### config.mk
export PLATFORM = sky130hd
export DESIGN_NAME = reset_power_control
export DESIGN_NICKNAME = d
export VERILOG_FILES = /design/src/include/rpc_pkg.sv /design/src/logic/reset_release.sv /design/src/logic/axil_regport.sv /design/src/logic/reset_power_control.sv
export SDC_FILE = /design/constraint.sdc
export NUM_CORES = 1
export LEC_CHECK = 0
export BUFFER_PORTS_ARGS = -buffer_cell sky130_fd_sc_hd__buf_2
export CORE_ASPECT_RATIO = 0.7
export CORE_MARGIN = 3
export CORE_UTILIZATION = 48
export DETAILED_ROUTE_END_ITERATION = 8
export PLACE_DENSITY = 0.95
export SETUP_SLACK_MARGIN = 0.3
export SLEW_MARGIN = 40
export SYNTH_ARGS = -nofsm -noshare
export SYNTH_HDL_FRONTEND = slang
export SYNTH_SLANG_ARGS = --single-unit
### constraint.sdc
create_clock -name I_CLOCK -period 1.9 [get_ports I_CLOCK]
set_clock_uncertainty 0.05 [all_clocks]
set_input_delay 0.095 -clock I_CLOCK [delete_from_list [all_inputs] [get_ports I_CLOCK]]
set_output_delay 0.095 -clock I_CLOCK [all_outputs]
set_load 0.005 [all_outputs]
### src/include/rpc_pkg.sv
// constants, types and register map of the reset and power control block
// Function
// - brownout resets the core by default; a control bit makes it interrupt
// - software enable gates brownout; disabled means neither reset nor interrupt
// - brownout condition follows supply-low indication while detection is enabled
// - power-up sets power-on flag, kept until software clears it
// - idle keeps peripherals running; enabled interrupt or reset ends idle
// - power-down stops main oscillator; reset or wake interrupt ends it
// - brownout, watchdog, comparators and rtc stay alive in power-down
// - rc oscillator gated in power-down unless it is sysclk with rtc on
// - total power-down also disables brownout detector and comparators
// - pin enable bit set: pin is active-low reset, else plain input
// - during power-up the pin is always reset; low pin holds reset
// - only power-up overrides pin enable; other resets keep pin function
// - reset from pin, power-on, brownout, watchdog, software, uart break
// - each reset source owns a readable flag bit
// - writing 0 clears a flag; several flags may be set together
// - power-on reset sets power-on and brownout flags, clears the rest
// - other resets set own flag and keep uncleared flags
// - enabled external interrupt wakes from idle and power-down
package rpc_pkg;
  // ==========================================================
  // bus shape
  localparam int ADDR_W = 8;
  localparam int DATA_W = 32;
  localparam int STRB_W = 4;
  localparam logic [1:0] RESP_OKAY = 2'h0;
  localparam logic [1:0] RESP_SLVERR = 2'h2;
  // ==========================================================
  // register offsets
  localparam logic [ADDR_W-1:0] OFF_USER_CONFIG = 8'h00;
  localparam logic [ADDR_W-1:0] OFF_CONTROL = 8'h04;
  localparam logic [ADDR_W-1:0] OFF_MODE = 8'h08;
  localparam logic [ADDR_W-1:0] OFF_RESET_SOURCE = 8'h0C;
  localparam logic [ADDR_W-1:0] OFF_STATUS = 8'h10;
  // ==========================================================
  // field positions and reset values
  localparam int UCFG_W = 2;
  localparam int UCFG_BO_FUSE = 0;
  localparam int UCFG_RPE = 1;
  localparam logic [UCFG_W-1:0] UCFG_RST = 2'h1;
  localparam int CTRL_W = 5;
  localparam int CTL_BOD_EN = 0;
  localparam int CTL_BO_IRQ = 1;
  localparam int CTL_RC_SYS = 2;
  localparam int CTL_RTC_EN = 3;
  localparam int CTL_CMP_OFF = 4;
  localparam logic [CTRL_W-1:0] CTRL_RST = 5'h01;
  localparam int FLAGS_W = 6;
  localparam int FLG_PIN = 0;
  localparam int FLG_SW = 1;
  localparam int FLG_WDT = 2;
  localparam int FLG_BRK = 3;
  localparam int FLG_BO = 4;
  localparam int FLG_POR = 5;
  localparam logic [FLAGS_W-1:0] FLAGS_RST = 6'h30;
  localparam int ST_BO = 0;
  localparam int ST_PIN = 1;
  localparam int ST_PU = 2;
  localparam int ST_MODE = 4;
  // mode codes as software writes and reads them
  localparam logic [1:0] MCODE_RUN = 2'h0;
  localparam logic [1:0] MCODE_IDLE = 2'h1;
  localparam logic [1:0] MCODE_PD = 2'h2;
  localparam logic [1:0] MCODE_TPD = 2'h3;
  // ==========================================================
  // power-up window
  localparam int CLK_PERIOD_NS = 8;
  localparam int POWERUP_TIME_NS = 512;
  localparam int POWERUP_CYCLES = (POWERUP_TIME_NS + CLK_PERIOD_NS - 1) / CLK_PERIOD_NS;
  localparam int PU_CNT_W = 7;
  localparam logic [PU_CNT_W-1:0] PU_LAST = PU_CNT_W'(POWERUP_CYCLES - 1);
  // ==========================================================
  // types
  typedef enum logic [1:0] {MODE_RUN, MODE_IDLE, MODE_PD, MODE_TPD} mode_t;
  typedef struct packed {
    logic [ADDR_W-1:0] addr;
    logic [DATA_W-1:0] data;
    logic [STRB_W-1:0] strb;
  } reg_wr_t;
endpackage

### src/logic/reset_release.sv
// reset synchroniser: asynchronous assertion, two-stage clocked release
module reset_release
  import rpc_pkg::*;
(
  // clock and combined reset request
  input wire logic i_clk,
  input wire logic i_arst_b,
  // released reset
  output logic o_rst_b
);
  logic stage1;

  // stage1 feeds only the second stage
  always_ff @(posedge i_clk or negedge i_arst_b)
  begin
    if (!i_arst_b)
    begin
      stage1 <= 1'b0;
      o_rst_b <= 1'b0;
    end
    else
    begin
      stage1 <= 1'b1;
      o_rst_b <= stage1;
    end
  end
endmodule

### src/logic/axil_regport.sv
// axi4-lite slave that turns bus transfers into register strobes
module axil_regport
  import rpc_pkg::*;
(
  // clock and reset
  input wire logic i_clk,
  input wire logic i_rst_b,
  // write address and data
  input wire logic i_awvalid,
  output logic o_awready,
  input wire logic [ADDR_W-1:0] i_awaddr,
  input wire logic i_wvalid,
  output logic o_wready,
  input wire logic [DATA_W-1:0] i_wdata,
  input wire logic [STRB_W-1:0] i_wstrb,
  // write response
  output logic o_bvalid,
  input wire logic i_bready,
  output logic [1:0] o_bresp,
  // read
  input wire logic i_arvalid,
  output logic o_arready,
  input wire logic [ADDR_W-1:0] i_araddr,
  output logic o_rvalid,
  input wire logic i_rready,
  output logic [DATA_W-1:0] o_rdata,
  output logic [1:0] o_rresp,
  // register side
  output logic o_wr_en,
  output reg_wr_t o_wr,
  input wire logic i_wr_ok,
  output logic [ADDR_W-1:0] o_rd_addr,
  input wire logic [DATA_W-1:0] i_rd_data,
  input wire logic i_rd_ok
);
  logic wr_take;
  logic rd_take;

  // address and data taken together, one write in flight
  assign wr_take = i_awvalid & i_wvalid & ~o_bvalid;
  assign o_awready = wr_take;
  assign o_wready = wr_take;
  assign o_wr_en = wr_take;
  assign o_wr = '{addr: i_awaddr, data: i_wdata, strb: i_wstrb};
  assign rd_take = i_arvalid & ~o_rvalid;
  assign o_arready = rd_take;
  assign o_rd_addr = i_araddr;

  // write response, held until bready
  always_ff @(posedge i_clk or negedge i_rst_b)
  begin
    if (!i_rst_b)
    begin
      o_bvalid <= 1'b0;
      o_bresp <= RESP_OKAY;
    end
    else if (wr_take)
    begin
      o_bvalid <= 1'b1;
      o_bresp <= i_wr_ok ? RESP_OKAY : RESP_SLVERR;
    end
    else if (i_bready)
      o_bvalid <= 1'b0;
  end

  // read data, held until rready
  always_ff @(posedge i_clk or negedge i_rst_b)
  begin
    if (!i_rst_b)
    begin
      o_rvalid <= 1'b0;
      o_rdata <= 32'h0000_0000;
      o_rresp <= RESP_OKAY;
    end
    else if (rd_take)
    begin
      o_rvalid <= 1'b1;
      o_rdata <= i_rd_data;
      o_rresp <= i_rd_ok ? RESP_OKAY : RESP_SLVERR;
    end
    else if (i_rready)
      o_rvalid <= 1'b0;
  end
endmodule

### src/logic/reset_power_control.sv
// reset sources, power modes and reset-source flags behind an axi4-lite port
//
// The AXI4-Lite slave port and the register addresses were chosen for this implementation.
module reset_power_control
  import rpc_pkg::*;
(
  // clock and power-on reset
  input wire logic I_CLOCK,
  input wire logic I_RST_B,
  // axi4-lite write address and data
  input wire logic I_AWVALID,
  output logic O_AWREADY,
  input wire logic [ADDR_W-1:0] I_AWADDR,
  input wire logic I_WVALID,
  output logic O_WREADY,
  input wire logic [DATA_W-1:0] I_WDATA,
  input wire logic [STRB_W-1:0] I_WSTRB,
  // axi4-lite write response
  output logic O_BVALID,
  input wire logic I_BREADY,
  output logic [1:0] O_BRESP,
  // axi4-lite read
  input wire logic I_ARVALID,
  output logic O_ARREADY,
  input wire logic [ADDR_W-1:0] I_ARADDR,
  output logic O_RVALID,
  input wire logic I_RREADY,
  output logic [DATA_W-1:0] O_RDATA,
  output logic [1:0] O_RRESP,
  // supply monitor and reset sources
  input wire logic I_SUPPLY_LOW,
  input wire logic I_SHARED_RESET_INPUT_PIN,
  input wire logic I_WDT_RESET,
  input wire logic I_SW_RESET,
  input wire logic I_UART_BREAK,
  // interrupt requests that may wake the core
  input wire logic I_IRQ_PENDING,
  input wire logic I_EXT_IRQ,
  input wire logic I_WAKE_IRQ,
  // reset, interrupt, wake and pin data outputs
  output logic O_RESET_B,
  output logic O_BROWNOUT_IRQ,
  output logic O_WAKE,
  output logic O_PIN_DATA,
  // clock and analog block gating
  output logic O_CPU_CLK_EN,
  output logic O_PERIPH_CLK_EN,
  output logic O_MAIN_OSC_EN,
  output logic O_RC_OSC_EN,
  output logic O_BOD_EN,
  output logic O_CMP_EN,
  output logic O_WDT_EN,
  output logic O_RTC_EN
);
  // ==========================================================
  // declarations
  logic [UCFG_W-1:0] ucfg;
  logic [CTRL_W-1:0] ctrl;
  logic [FLAGS_W-1:0] flags;
  logic [FLAGS_W-1:0] flag_set;
  logic [FLAGS_W-1:0] flag_clr;
  mode_t mode;
  mode_t next_mode;
  logic powerup;
  logic [PU_CNT_W-1:0] pu_cnt;
  logic wr_en;
  reg_wr_t wr;
  logic wr_ok;
  logic [ADDR_W-1:0] rd_addr;
  logic [DATA_W-1:0] rd_data;
  logic rd_ok;
  logic flag_wr;
  logic bo_en_eff;
  logic bo_cond;
  logic bo_rst;
  logic pin_is_rst;
  logic pin_rst;
  logic any_src;
  logic arst_b;
  logic low_power;

  // ==========================================================
  // helpers
  // word-aligned register match
  function automatic logic reg_hit(input logic [ADDR_W-1:0] a, input logic [ADDR_W-1:0] off);
    reg_hit = (a[ADDR_W-1:2] == off[ADDR_W-1:2]);
  endfunction

  // any mapped register
  function automatic logic reg_mapped(input logic [ADDR_W-1:0] a);
    reg_mapped = reg_hit(a, OFF_USER_CONFIG) | reg_hit(a, OFF_CONTROL) |
                 reg_hit(a, OFF_MODE) | reg_hit(a, OFF_RESET_SOURCE) |
                 reg_hit(a, OFF_STATUS);
  endfunction

  // mode to software code
  function automatic logic [1:0] mode_code(input mode_t m);
    case (m)
      MODE_IDLE: mode_code = MCODE_IDLE;
      MODE_PD: mode_code = MCODE_PD;
      MODE_TPD: mode_code = MCODE_TPD;
      default: mode_code = MCODE_RUN;
    endcase
  endfunction

  // software code to mode
  function automatic mode_t code_mode(input logic [1:0] c);
    case (c)
      MCODE_IDLE: code_mode = MODE_IDLE;
      MCODE_PD: code_mode = MODE_PD;
      MCODE_TPD: code_mode = MODE_TPD;
      default: code_mode = MODE_RUN;
    endcase
  endfunction

  // ==========================================================
  // register port
  axil_regport u_regport (
    .i_clk(I_CLOCK),
    .i_rst_b(I_RST_B),
    .i_awvalid(I_AWVALID),
    .o_awready(O_AWREADY),
    .i_awaddr(I_AWADDR),
    .i_wvalid(I_WVALID),
    .o_wready(O_WREADY),
    .i_wdata(I_WDATA),
    .i_wstrb(I_WSTRB),
    .o_bvalid(O_BVALID),
    .i_bready(I_BREADY),
    .o_bresp(O_BRESP),
    .i_arvalid(I_ARVALID),
    .o_arready(O_ARREADY),
    .i_araddr(I_ARADDR),
    .o_rvalid(O_RVALID),
    .i_rready(I_RREADY),
    .o_rdata(O_RDATA),
    .o_rresp(O_RRESP),
    .o_wr_en(wr_en),
    .o_wr(wr),
    .i_wr_ok(wr_ok),
    .o_rd_addr(rd_addr),
    .i_rd_data(rd_data),
    .i_rd_ok(rd_ok)
  );

  assign wr_ok = reg_mapped(wr.addr);

  // read mux, unmapped answers slverr with zero data
  always_comb
  begin
    rd_data = 32'h0000_0000;
    rd_ok = 1'b1;
    if (reg_hit(rd_addr, OFF_USER_CONFIG))
      rd_data[UCFG_W-1:0] = ucfg;
    else if (reg_hit(rd_addr, OFF_CONTROL))
      rd_data[CTRL_W-1:0] = ctrl;
    else if (reg_hit(rd_addr, OFF_MODE))
      rd_data[1:0] = mode_code(mode);
    else if (reg_hit(rd_addr, OFF_RESET_SOURCE))
      rd_data[FLAGS_W-1:0] = flags;
    else if (reg_hit(rd_addr, OFF_STATUS))
    begin
      rd_data[ST_BO] = bo_cond;
      rd_data[ST_PIN] = I_SHARED_RESET_INPUT_PIN;
      rd_data[ST_PU] = powerup;
      rd_data[ST_MODE+:2] = mode_code(mode);
    end
    else
      rd_ok = 1'b0;
  end

  // configuration and control registers
  always_ff @(posedge I_CLOCK or negedge I_RST_B)
  begin
    if (!I_RST_B)
    begin
      ucfg <= UCFG_RST;
      ctrl <= CTRL_RST;
    end
    else if (wr_en && wr.strb[0])
    begin
      if (reg_hit(wr.addr, OFF_USER_CONFIG))
        ucfg <= wr.data[UCFG_W-1:0];
      if (reg_hit(wr.addr, OFF_CONTROL))
        ctrl <= wr.data[CTRL_W-1:0];
    end
  end

  // ==========================================================
  // brownout and pin reset
  assign low_power = (mode == MODE_PD) | (mode == MODE_TPD);
  assign bo_en_eff = ctrl[CTL_BOD_EN] & (mode != MODE_TPD);
  assign bo_cond = bo_en_eff & I_SUPPLY_LOW;
  assign bo_rst = bo_cond & ~ctrl[CTL_BO_IRQ] & ucfg[UCFG_BO_FUSE];
  assign pin_is_rst = powerup | ucfg[UCFG_RPE];
  assign pin_rst = pin_is_rst & ~I_SHARED_RESET_INPUT_PIN;
  assign any_src = pin_rst | bo_rst | I_WDT_RESET | I_SW_RESET | I_UART_BREAK;
  assign arst_b = I_RST_B & ~any_src & ~powerup;

  // power-up window restarts while the pin is held low
  always_ff @(posedge I_CLOCK or negedge I_RST_B)
  begin
    if (!I_RST_B)
    begin
      powerup <= 1'b1;
      pu_cnt <= '0;
    end
    else if (powerup)
    begin
      if (!I_SHARED_RESET_INPUT_PIN)
        pu_cnt <= '0;
      else if (pu_cnt == PU_LAST)
        powerup <= 1'b0;
      else
        pu_cnt <= pu_cnt + 1'b1;
    end
  end

  // internal reset release
  reset_release u_release (
    .i_clk(I_CLOCK),
    .i_arst_b(arst_b),
    .o_rst_b(O_RESET_B)
  );

  // brownout interrupt and plain pin input
  always_ff @(posedge I_CLOCK or negedge I_RST_B)
  begin
    if (!I_RST_B)
    begin
      O_BROWNOUT_IRQ <= 1'b0;
      O_PIN_DATA <= 1'b1;
    end
    else
    begin
      O_BROWNOUT_IRQ <= bo_cond & ctrl[CTL_BO_IRQ];
      O_PIN_DATA <= pin_is_rst | I_SHARED_RESET_INPUT_PIN;
    end
  end

  // ==========================================================
  // reset-source flags, set wins over a software clear
  assign flag_wr = wr_en & wr.strb[0] & reg_hit(wr.addr, OFF_RESET_SOURCE);
  assign flag_clr = flag_wr ? ~wr.data[FLAGS_W-1:0] : '0;
  always_comb
  begin
    flag_set = '0;
    flag_set[FLG_PIN] = pin_rst & ~powerup;
    flag_set[FLG_SW] = I_SW_RESET;
    flag_set[FLG_WDT] = I_WDT_RESET;
    flag_set[FLG_BRK] = I_UART_BREAK;
    flag_set[FLG_BO] = bo_rst;
  end

  // power-on reset loads power-on and brownout flags only
  always_ff @(posedge I_CLOCK or negedge I_RST_B)
  begin
    if (!I_RST_B)
      flags <= FLAGS_RST;
    else
      flags <= (flags & ~flag_clr) | flag_set;
  end

  // ==========================================================
  // power mode state
  always_comb
  begin
    next_mode = mode;
    if (any_src || powerup)
      next_mode = MODE_RUN;
    else
      case (mode)
        MODE_RUN:
          if (wr_en && wr.strb[0] && reg_hit(wr.addr, OFF_MODE))
            next_mode = code_mode(wr.data[1:0]);
        MODE_IDLE:
          if (I_IRQ_PENDING || I_EXT_IRQ)
            next_mode = MODE_RUN;
        MODE_PD, MODE_TPD:
          if (I_WAKE_IRQ || I_EXT_IRQ)
            next_mode = MODE_RUN;
        default:
          next_mode = MODE_RUN;
      endcase
  end

  // mode register and wake pulse
  always_ff @(posedge I_CLOCK or negedge I_RST_B)
  begin
    if (!I_RST_B)
    begin
      mode <= MODE_RUN;
      O_WAKE <= 1'b0;
    end
    else
    begin
      mode <= next_mode;
      O_WAKE <= (mode != MODE_RUN) && (next_mode == MODE_RUN);
    end
  end

  // clock and analog gating follows the mode and control bits; watchdog enable stays on
  always_ff @(posedge I_CLOCK or negedge I_RST_B)
  begin
    if (!I_RST_B)
    begin
      O_CPU_CLK_EN <= 1'b1;
      O_PERIPH_CLK_EN <= 1'b1;
      O_MAIN_OSC_EN <= 1'b1;
      O_RC_OSC_EN <= 1'b1;
      O_BOD_EN <= 1'b1;
      O_CMP_EN <= 1'b1;
      O_WDT_EN <= 1'b1;
      O_RTC_EN <= 1'b0;
    end
    else
    begin
      O_CPU_CLK_EN <= (mode == MODE_RUN);
      O_PERIPH_CLK_EN <= ~low_power;
      O_MAIN_OSC_EN <= ~low_power;
      O_RC_OSC_EN <= ~low_power | (ctrl[CTL_RC_SYS] & ctrl[CTL_RTC_EN]);
      O_BOD_EN <= bo_en_eff;
      O_CMP_EN <= ~ctrl[CTL_CMP_OFF] & (mode != MODE_TPD);
      O_WDT_EN <= 1'b1;
      O_RTC_EN <= ctrl[CTL_RTC_EN];
    end
  end
endmodule

Word level (Yosys, flattened, before mapping)
Index checks and enable logic that the tools add are counted.

$add $sub $neg: 1. Eq/ne operators: 17. Mux-type cells: 35. Bitwise operators: 40. Reduce and logical (&&, ||, !) cells: 17.

Operators by type and width (number): $eq A6 B2 Y1 const B (4); $mux W2 (10); $pmux W2 S3 (3); $and A1 B1 Y1 (16); $mux W1 (14); $mux W7 (2); $eq A6 B1 Y1 const B (2); $eq A6 B3 Y1 const B (2); $logic_not A6 Y1 (2); $not A6 Y6 (2); $or A1 B1 Y1 (12); $eq A2 B2 Y1 const B (4); $mux W4 (2); $not A1 Y1 (8); $add A7 B1 Y7 const B (1); $eq A7 B6 Y1 const B (1); $and A6 B6 Y6 (1); $mux W3 (2); $mux W6 (1); $or A6 B5 Y6 (1); $reduce_and A2 Y1 (3); $reduce_bool A2 Y1 (3); $mux W5 (1); $eq A2 B1 Y1 const B (2); 5 further kinds (11).

Flip-flop bits (word level): 46. Input bits: 67. Output and inout bits: 53. Word-level logic and storage cells: 132.

Logic depth before layout (Yosys ltp)
Depth in word-level cells: 13. Depth in mapped cells: 6. Mapped depth without buffers: 6.

Modules after synthesis
A second synthesis with hierarchy kept.

Cell total of the unflattened synthesis: 309. Area total of the unflattened synthesis: 3682.3 µm².

By module, submodules not included: axil_regport (instances 1, cells each 139, area each 1926.8 µm², sequential area each 900.9 µm²); reset_power_control (instances 1, cells each 167, area each 1701.6 µm², sequential area each 814.5 µm²); reset_release (instances 1, cells each 3, area each 53.8 µm², sequential area each 50.0 µm²).

Least setup slack after synthesis
OpenSTA, ideal clock, no wires.

Kind: reg-to-reg. Start: register u_regport.o_bvalid. End: register ctrl[1]. Setup time: 125 ps. Data arrival time: 1409 ps. Required time: 1725 ps. Setup slack: 316 ps. Stages on the path, launching flop included: 6. Path buffers: 1. Period minus slack after synthesis: 1584 ps. Cells stage by stage: dfrtp_1 and3b_1 clkbuf_2 and3_1 nand3b_1 mux2_2.

Word-level cells in the longest chain between the ends: 4.

RTL lines: start, declared (line axil_regport.sv:17) `output logic o_bvalid,`; start signal, assigned (line axil_regport.sv:54) `o_bvalid <= 1'b0;`; start signal, assigned (line axil_regport.sv:59) `o_bvalid <= 1'b1;`; start signal, assigned (line axil_regport.sv:63) `o_bvalid <= 1'b0;`; $not A1 Y1 (line axil_regport.sv:40) `assign wr_take = i_awvalid & i_wvalid & ~o_bvalid;`; $and A1 B1 Y1 (line axil_regport.sv:40); via O_AWREADY (line reset_power_control.sv:12) `output logic O_AWREADY,`; $logic_and A1 B1 Y1 (line reset_power_control.sv:180) `else if (wr_en && wr.strb[0])`; $reduce_and A2 Y1 (no line); end signal, assigned (line reset_power_control.sv:185) `ctrl <= wr.data[CTRL_W-1:0];`; end, declared (line reset_power_control.sv:58) `logic [CTRL_W-1:0] ctrl;`.

The timed path passes the listed nets, and every way through them passes these cells. A chain may end at the register's enable or synchronous reset.

Final worst setup path
Start: register pu_cnt[0]. End: register pu_cnt[5].

Word-level cells in the longest chain between the ends: 3. Elaborated cells between the ends (all ways): 6. Classes of those cells: add/sub (1); eq/ne (2); mux (2); reduce/logical (1).

RTL lines: start, declared (line reset_power_control.sv:65) `logic [PU_CNT_W-1:0] pu_cnt;`; start signal, assigned (line reset_power_control.sv:215) `pu_cnt <= pu_cnt + 1'b1;`; $add A7 B1 Y7 or $eq A7 B6 Y1 (tied branches) (line reset_power_control.sv:215, reset_power_control.sv:212); $mux W7 or $ne A2 B2 Y1 (tied branches); $mux W7 or $reduce_and A2 Y1 (tied branches).

Parallel ways exist; a longest one is shown, timed or not. The select of a mux whose other input is x is not followed.

==> results.sh <==
export IMPL_drt_iter0_drc=133
export IMPL_die_w_um=87.7
export IMPL_finalHoldViolations=0
export IMPL_cp_arrival_ns=1.70
export IMPL_firstDrtPassIters=5
export IMPL_port_buffers=57
export IMPL_switchingPower_uw=473
export IMPL_start_kind="flop"
export IMPL_grt_pass1_vias=1610
export IMPL_routed_wl_um=5110
export IMPL_synthArstFlopShare=1.00
export IMPL_status="complete, no violations"
export IMPL_final_max_slew_viol_count=0
export IMPL_finalSetupViolCount=0
export IMPL_detail_route_antenna_nets=0
export IMPL_ios=120
export IMPL_gr_total_overflow=0
export IMPL_start_util=0.506
export IMPL_seq_area_frac_synth=0.497
export IMPL_cts_root_buf="clkbuf_8"
export IMPL_synth_avg_cell_area_um2=10.3
export IMPL_yosysWarnings=0
export IMPL_core_area_um2=4430
export IMPL_post_dp_hpwl_um=3800
export IMPL_row_count=20
export IMPL_pre_cts_slack_ns=0.217
export IMPL_cp_max_fo=5
export IMPL_p_int_mw=1.36
export IMPL_htreeDepth=2
export IMPL_rsz0062_at_grt="true"
export IMPL_cts_sinks=44
export IMPL_diodes=0
export IMPL_nets=357
export IMPL_wl_met3_um=528
export IMPL_cts_buffers_inserted=5
export IMPL_max_freq_mhz=650
export IMPL_clockPowerShare=0.306
export IMPL_area_delta_synth_final_pct=20.1
export IMPL_synthCells=217
export IMPL_vdd_drop_max_mv=0.341
export IMPL_drt_met1_wl_um=2240
export IMPL_max_cap_violations=0
export IMPL_pwr_share_comb=0.141
export IMPL_period_needed_ns=1.54
export IMPL_synth_seq_cells=44
export IMPL_gp_congestion=0.895
export IMPL_seq_power_share=0.553
export IMPL_syn_cell_area_um2=2240
export IMPL_maxUsedRoutingLayer="met4"
export IMPL_grt_pass1_wl_um=7980
export IMPL_hold_class="input port to flop"
export IMPL_grt_usage=0.186
export IMPL_reg2reg_setup_slack_ns=0.36
export IMPL_die_area_um2=5540
export IMPL_final_cell_mix="buf_2, dfrtp_1, conb_1"
export IMPL_grt_max_degree=22
export IMPL_cts_tree="done"
export IMPL_tns_ns=0
export IMPL_synth_cell_types=48
export IMPL_clk_pin_slew_ns=0.08
export IMPL_worst_ep_required_time_ns=2.07
export IMPL_die_h_um=63.2
export IMPL_clock_path_buffers=2
export IMPL_wl_met2_um=2310
export IMPL_powerDensity_nw_per_um2=682
export IMPL_leakage_nw=1.30
export IMPL_drive_gt1_frac=0.359
export IMPL_layout_commonest_cell="buf_2"
export IMPL_insertion_delay_ns=0.30
export IMPL_vias_per_cell=5.28
export IMPL_fin_ws_ns=0.363
export IMPL_crit_type="flop to flop"
export IMPL_synth_edf_count=0
export IMPL_power_total_mw=1.84
export IMPL_ys_flop_type="dfrtp_1"
export IMPL_route_detailed_drc=0
export IMPL_p_sw_frac=0.258
export IMPL_end_kind="flop"
export IMPL_num_vias=1820
export IMPL_antenna_found_initial=0
export IMPL_wl_per_cell_um=14.8
export IMPL_fin_crit_sh=0.809
-- what timing repair did --
| action | 4_1_cts | 5_1_grt |
|---|---|---|
| buffers inserted | 2 | 6 |
| hold endpoints to repair | 14 | 0 |
| setup endpoints to repair | 7 | 13 |
| pin swaps | 3 | 1 |
| gates resized for setup | 3 | 5 |
| hold buffers | 5 | 0 |
-- power groups by stage --
| stage | combinational [mW] | clock [mW] | sequential (mW) |
|---|---|---|---|
| finish | 0.260 | 0.562 | 1.02 |
| global route | 0.296 | 0.602 | 1.02 |
| CTS | 0.251 | 0.572 | 1.01 |
| detailed placement | 0.238 | 0 | 1.03 |
| global placement | 0.228 | 0 | 1.03 |
| floorplan | 0.155 | 0 | 1.03 |
-- area by class of cell --
type | instances | area (µm²)
clock buffer | 7 | 76.3
clock inverter | 1 | 5.00
fill | 367 | 1740
inverter | 10 | 37.5
multi-input combinational | 154 | 965
sequential | 44 | 1120
tap | 55 | 68.8
timing repair buffer | 74 | 425
-- through the flow --
stage,util,instance area (µm²),std cells,hold slack [ns]
after global routing,0.608,2690,345,0.000839
final,0.608,2690,345,0.00737
after detailed placement,0.558,2470,324,0.00815
after global placement,0.558,2470,324,-0.00112
after floorplan,-,2350,245,-0.251
after CTS,0.594,2630,339,0.00450
-- cell usage after synthesis (3+ instances only) --
| library cell | number | area (µm²) |
|---|---|---|
| nand3_1 | 3 | 15.0 |
| a221oi_1 | 3 | 26.3 |
| nor4_1 | 3 | 18.8 |
| a21boi_0 | 4 | 30.0 |
| mux2_2 | 8 | 90.1 |
| dfstp_2 | 11 | 289 |
| and3_1 | 5 | 31.3 |
| dfrtp_1 | 33 | 826 |
| o21ai_0 | 8 | 40.0 |
| a21oi_1 | 15 | 75.1 |
| nor2_1 | 17 | 63.8 |
| mux2i_1 | 5 | 50.1 |
| and2_1 | 3 | 18.8 |
| nand2_1 | 13 | 48.8 |
| buf_4 | 31 | 233 |
| inv_1 | 10 | 37.5 |
-- per-layer routing --
metal / up-vias / global-route usage
li1: 849 / -
met1: 861 / 0.255
met2: 104 / 0.268
met3: 6 / 0.0758
met4: 0 / 0.0575
met5: - / 0
-- critical path, cell delays in order (launching register included) --
cell and delay, ns:
dfrtp_1 0.42, ha_4 0.17, nand4_1 0.16, nor3_4 0.27, buf_4 0.17, o32ai_1 0.07, a21oi_1 0.14
-- registers in the layout (all words and copies together), names as in the netlist, 2 cells and up --
register	flops
pu_cnt	7
flags	6
u_regport.o_rdata	6
ctrl	5
mode	2
ucfg	2
-- cells by family (layout without fill, tap and decap cells) --
kind of cell,after synthesis,after routing,synth area share
and+or+nand+nor,64,64,0.162
buffers and inverters,47,92,0.133
AOI/OAI and AO/OA,46,46,0.137
DFF,44,44,0.497
muxes,13,13,0.0625
other,2,30,0.00335
adders and majority gates,1,1,0.00558
-- path summary, 6_finish.rpt --
check                                          end             start  cells after the start
worst min register to register   u_release.o_rst_b  u_release.stage1                      0
worst min-delay path            u_regport.o_bvalid          I_BREADY                      3
worst max register to register           pu_cnt[5]         pu_cnt[0]                      6
max in group asynchronous        u_release.o_rst_b           powerup                      3
min in group asynchronous         u_release.stage1      I_SUPPLY_LOW                      4
worst max-delay path                     pu_cnt[5]         pu_cnt[0]                      6
No activity file was read; power rests on OpenSTA's default activity.
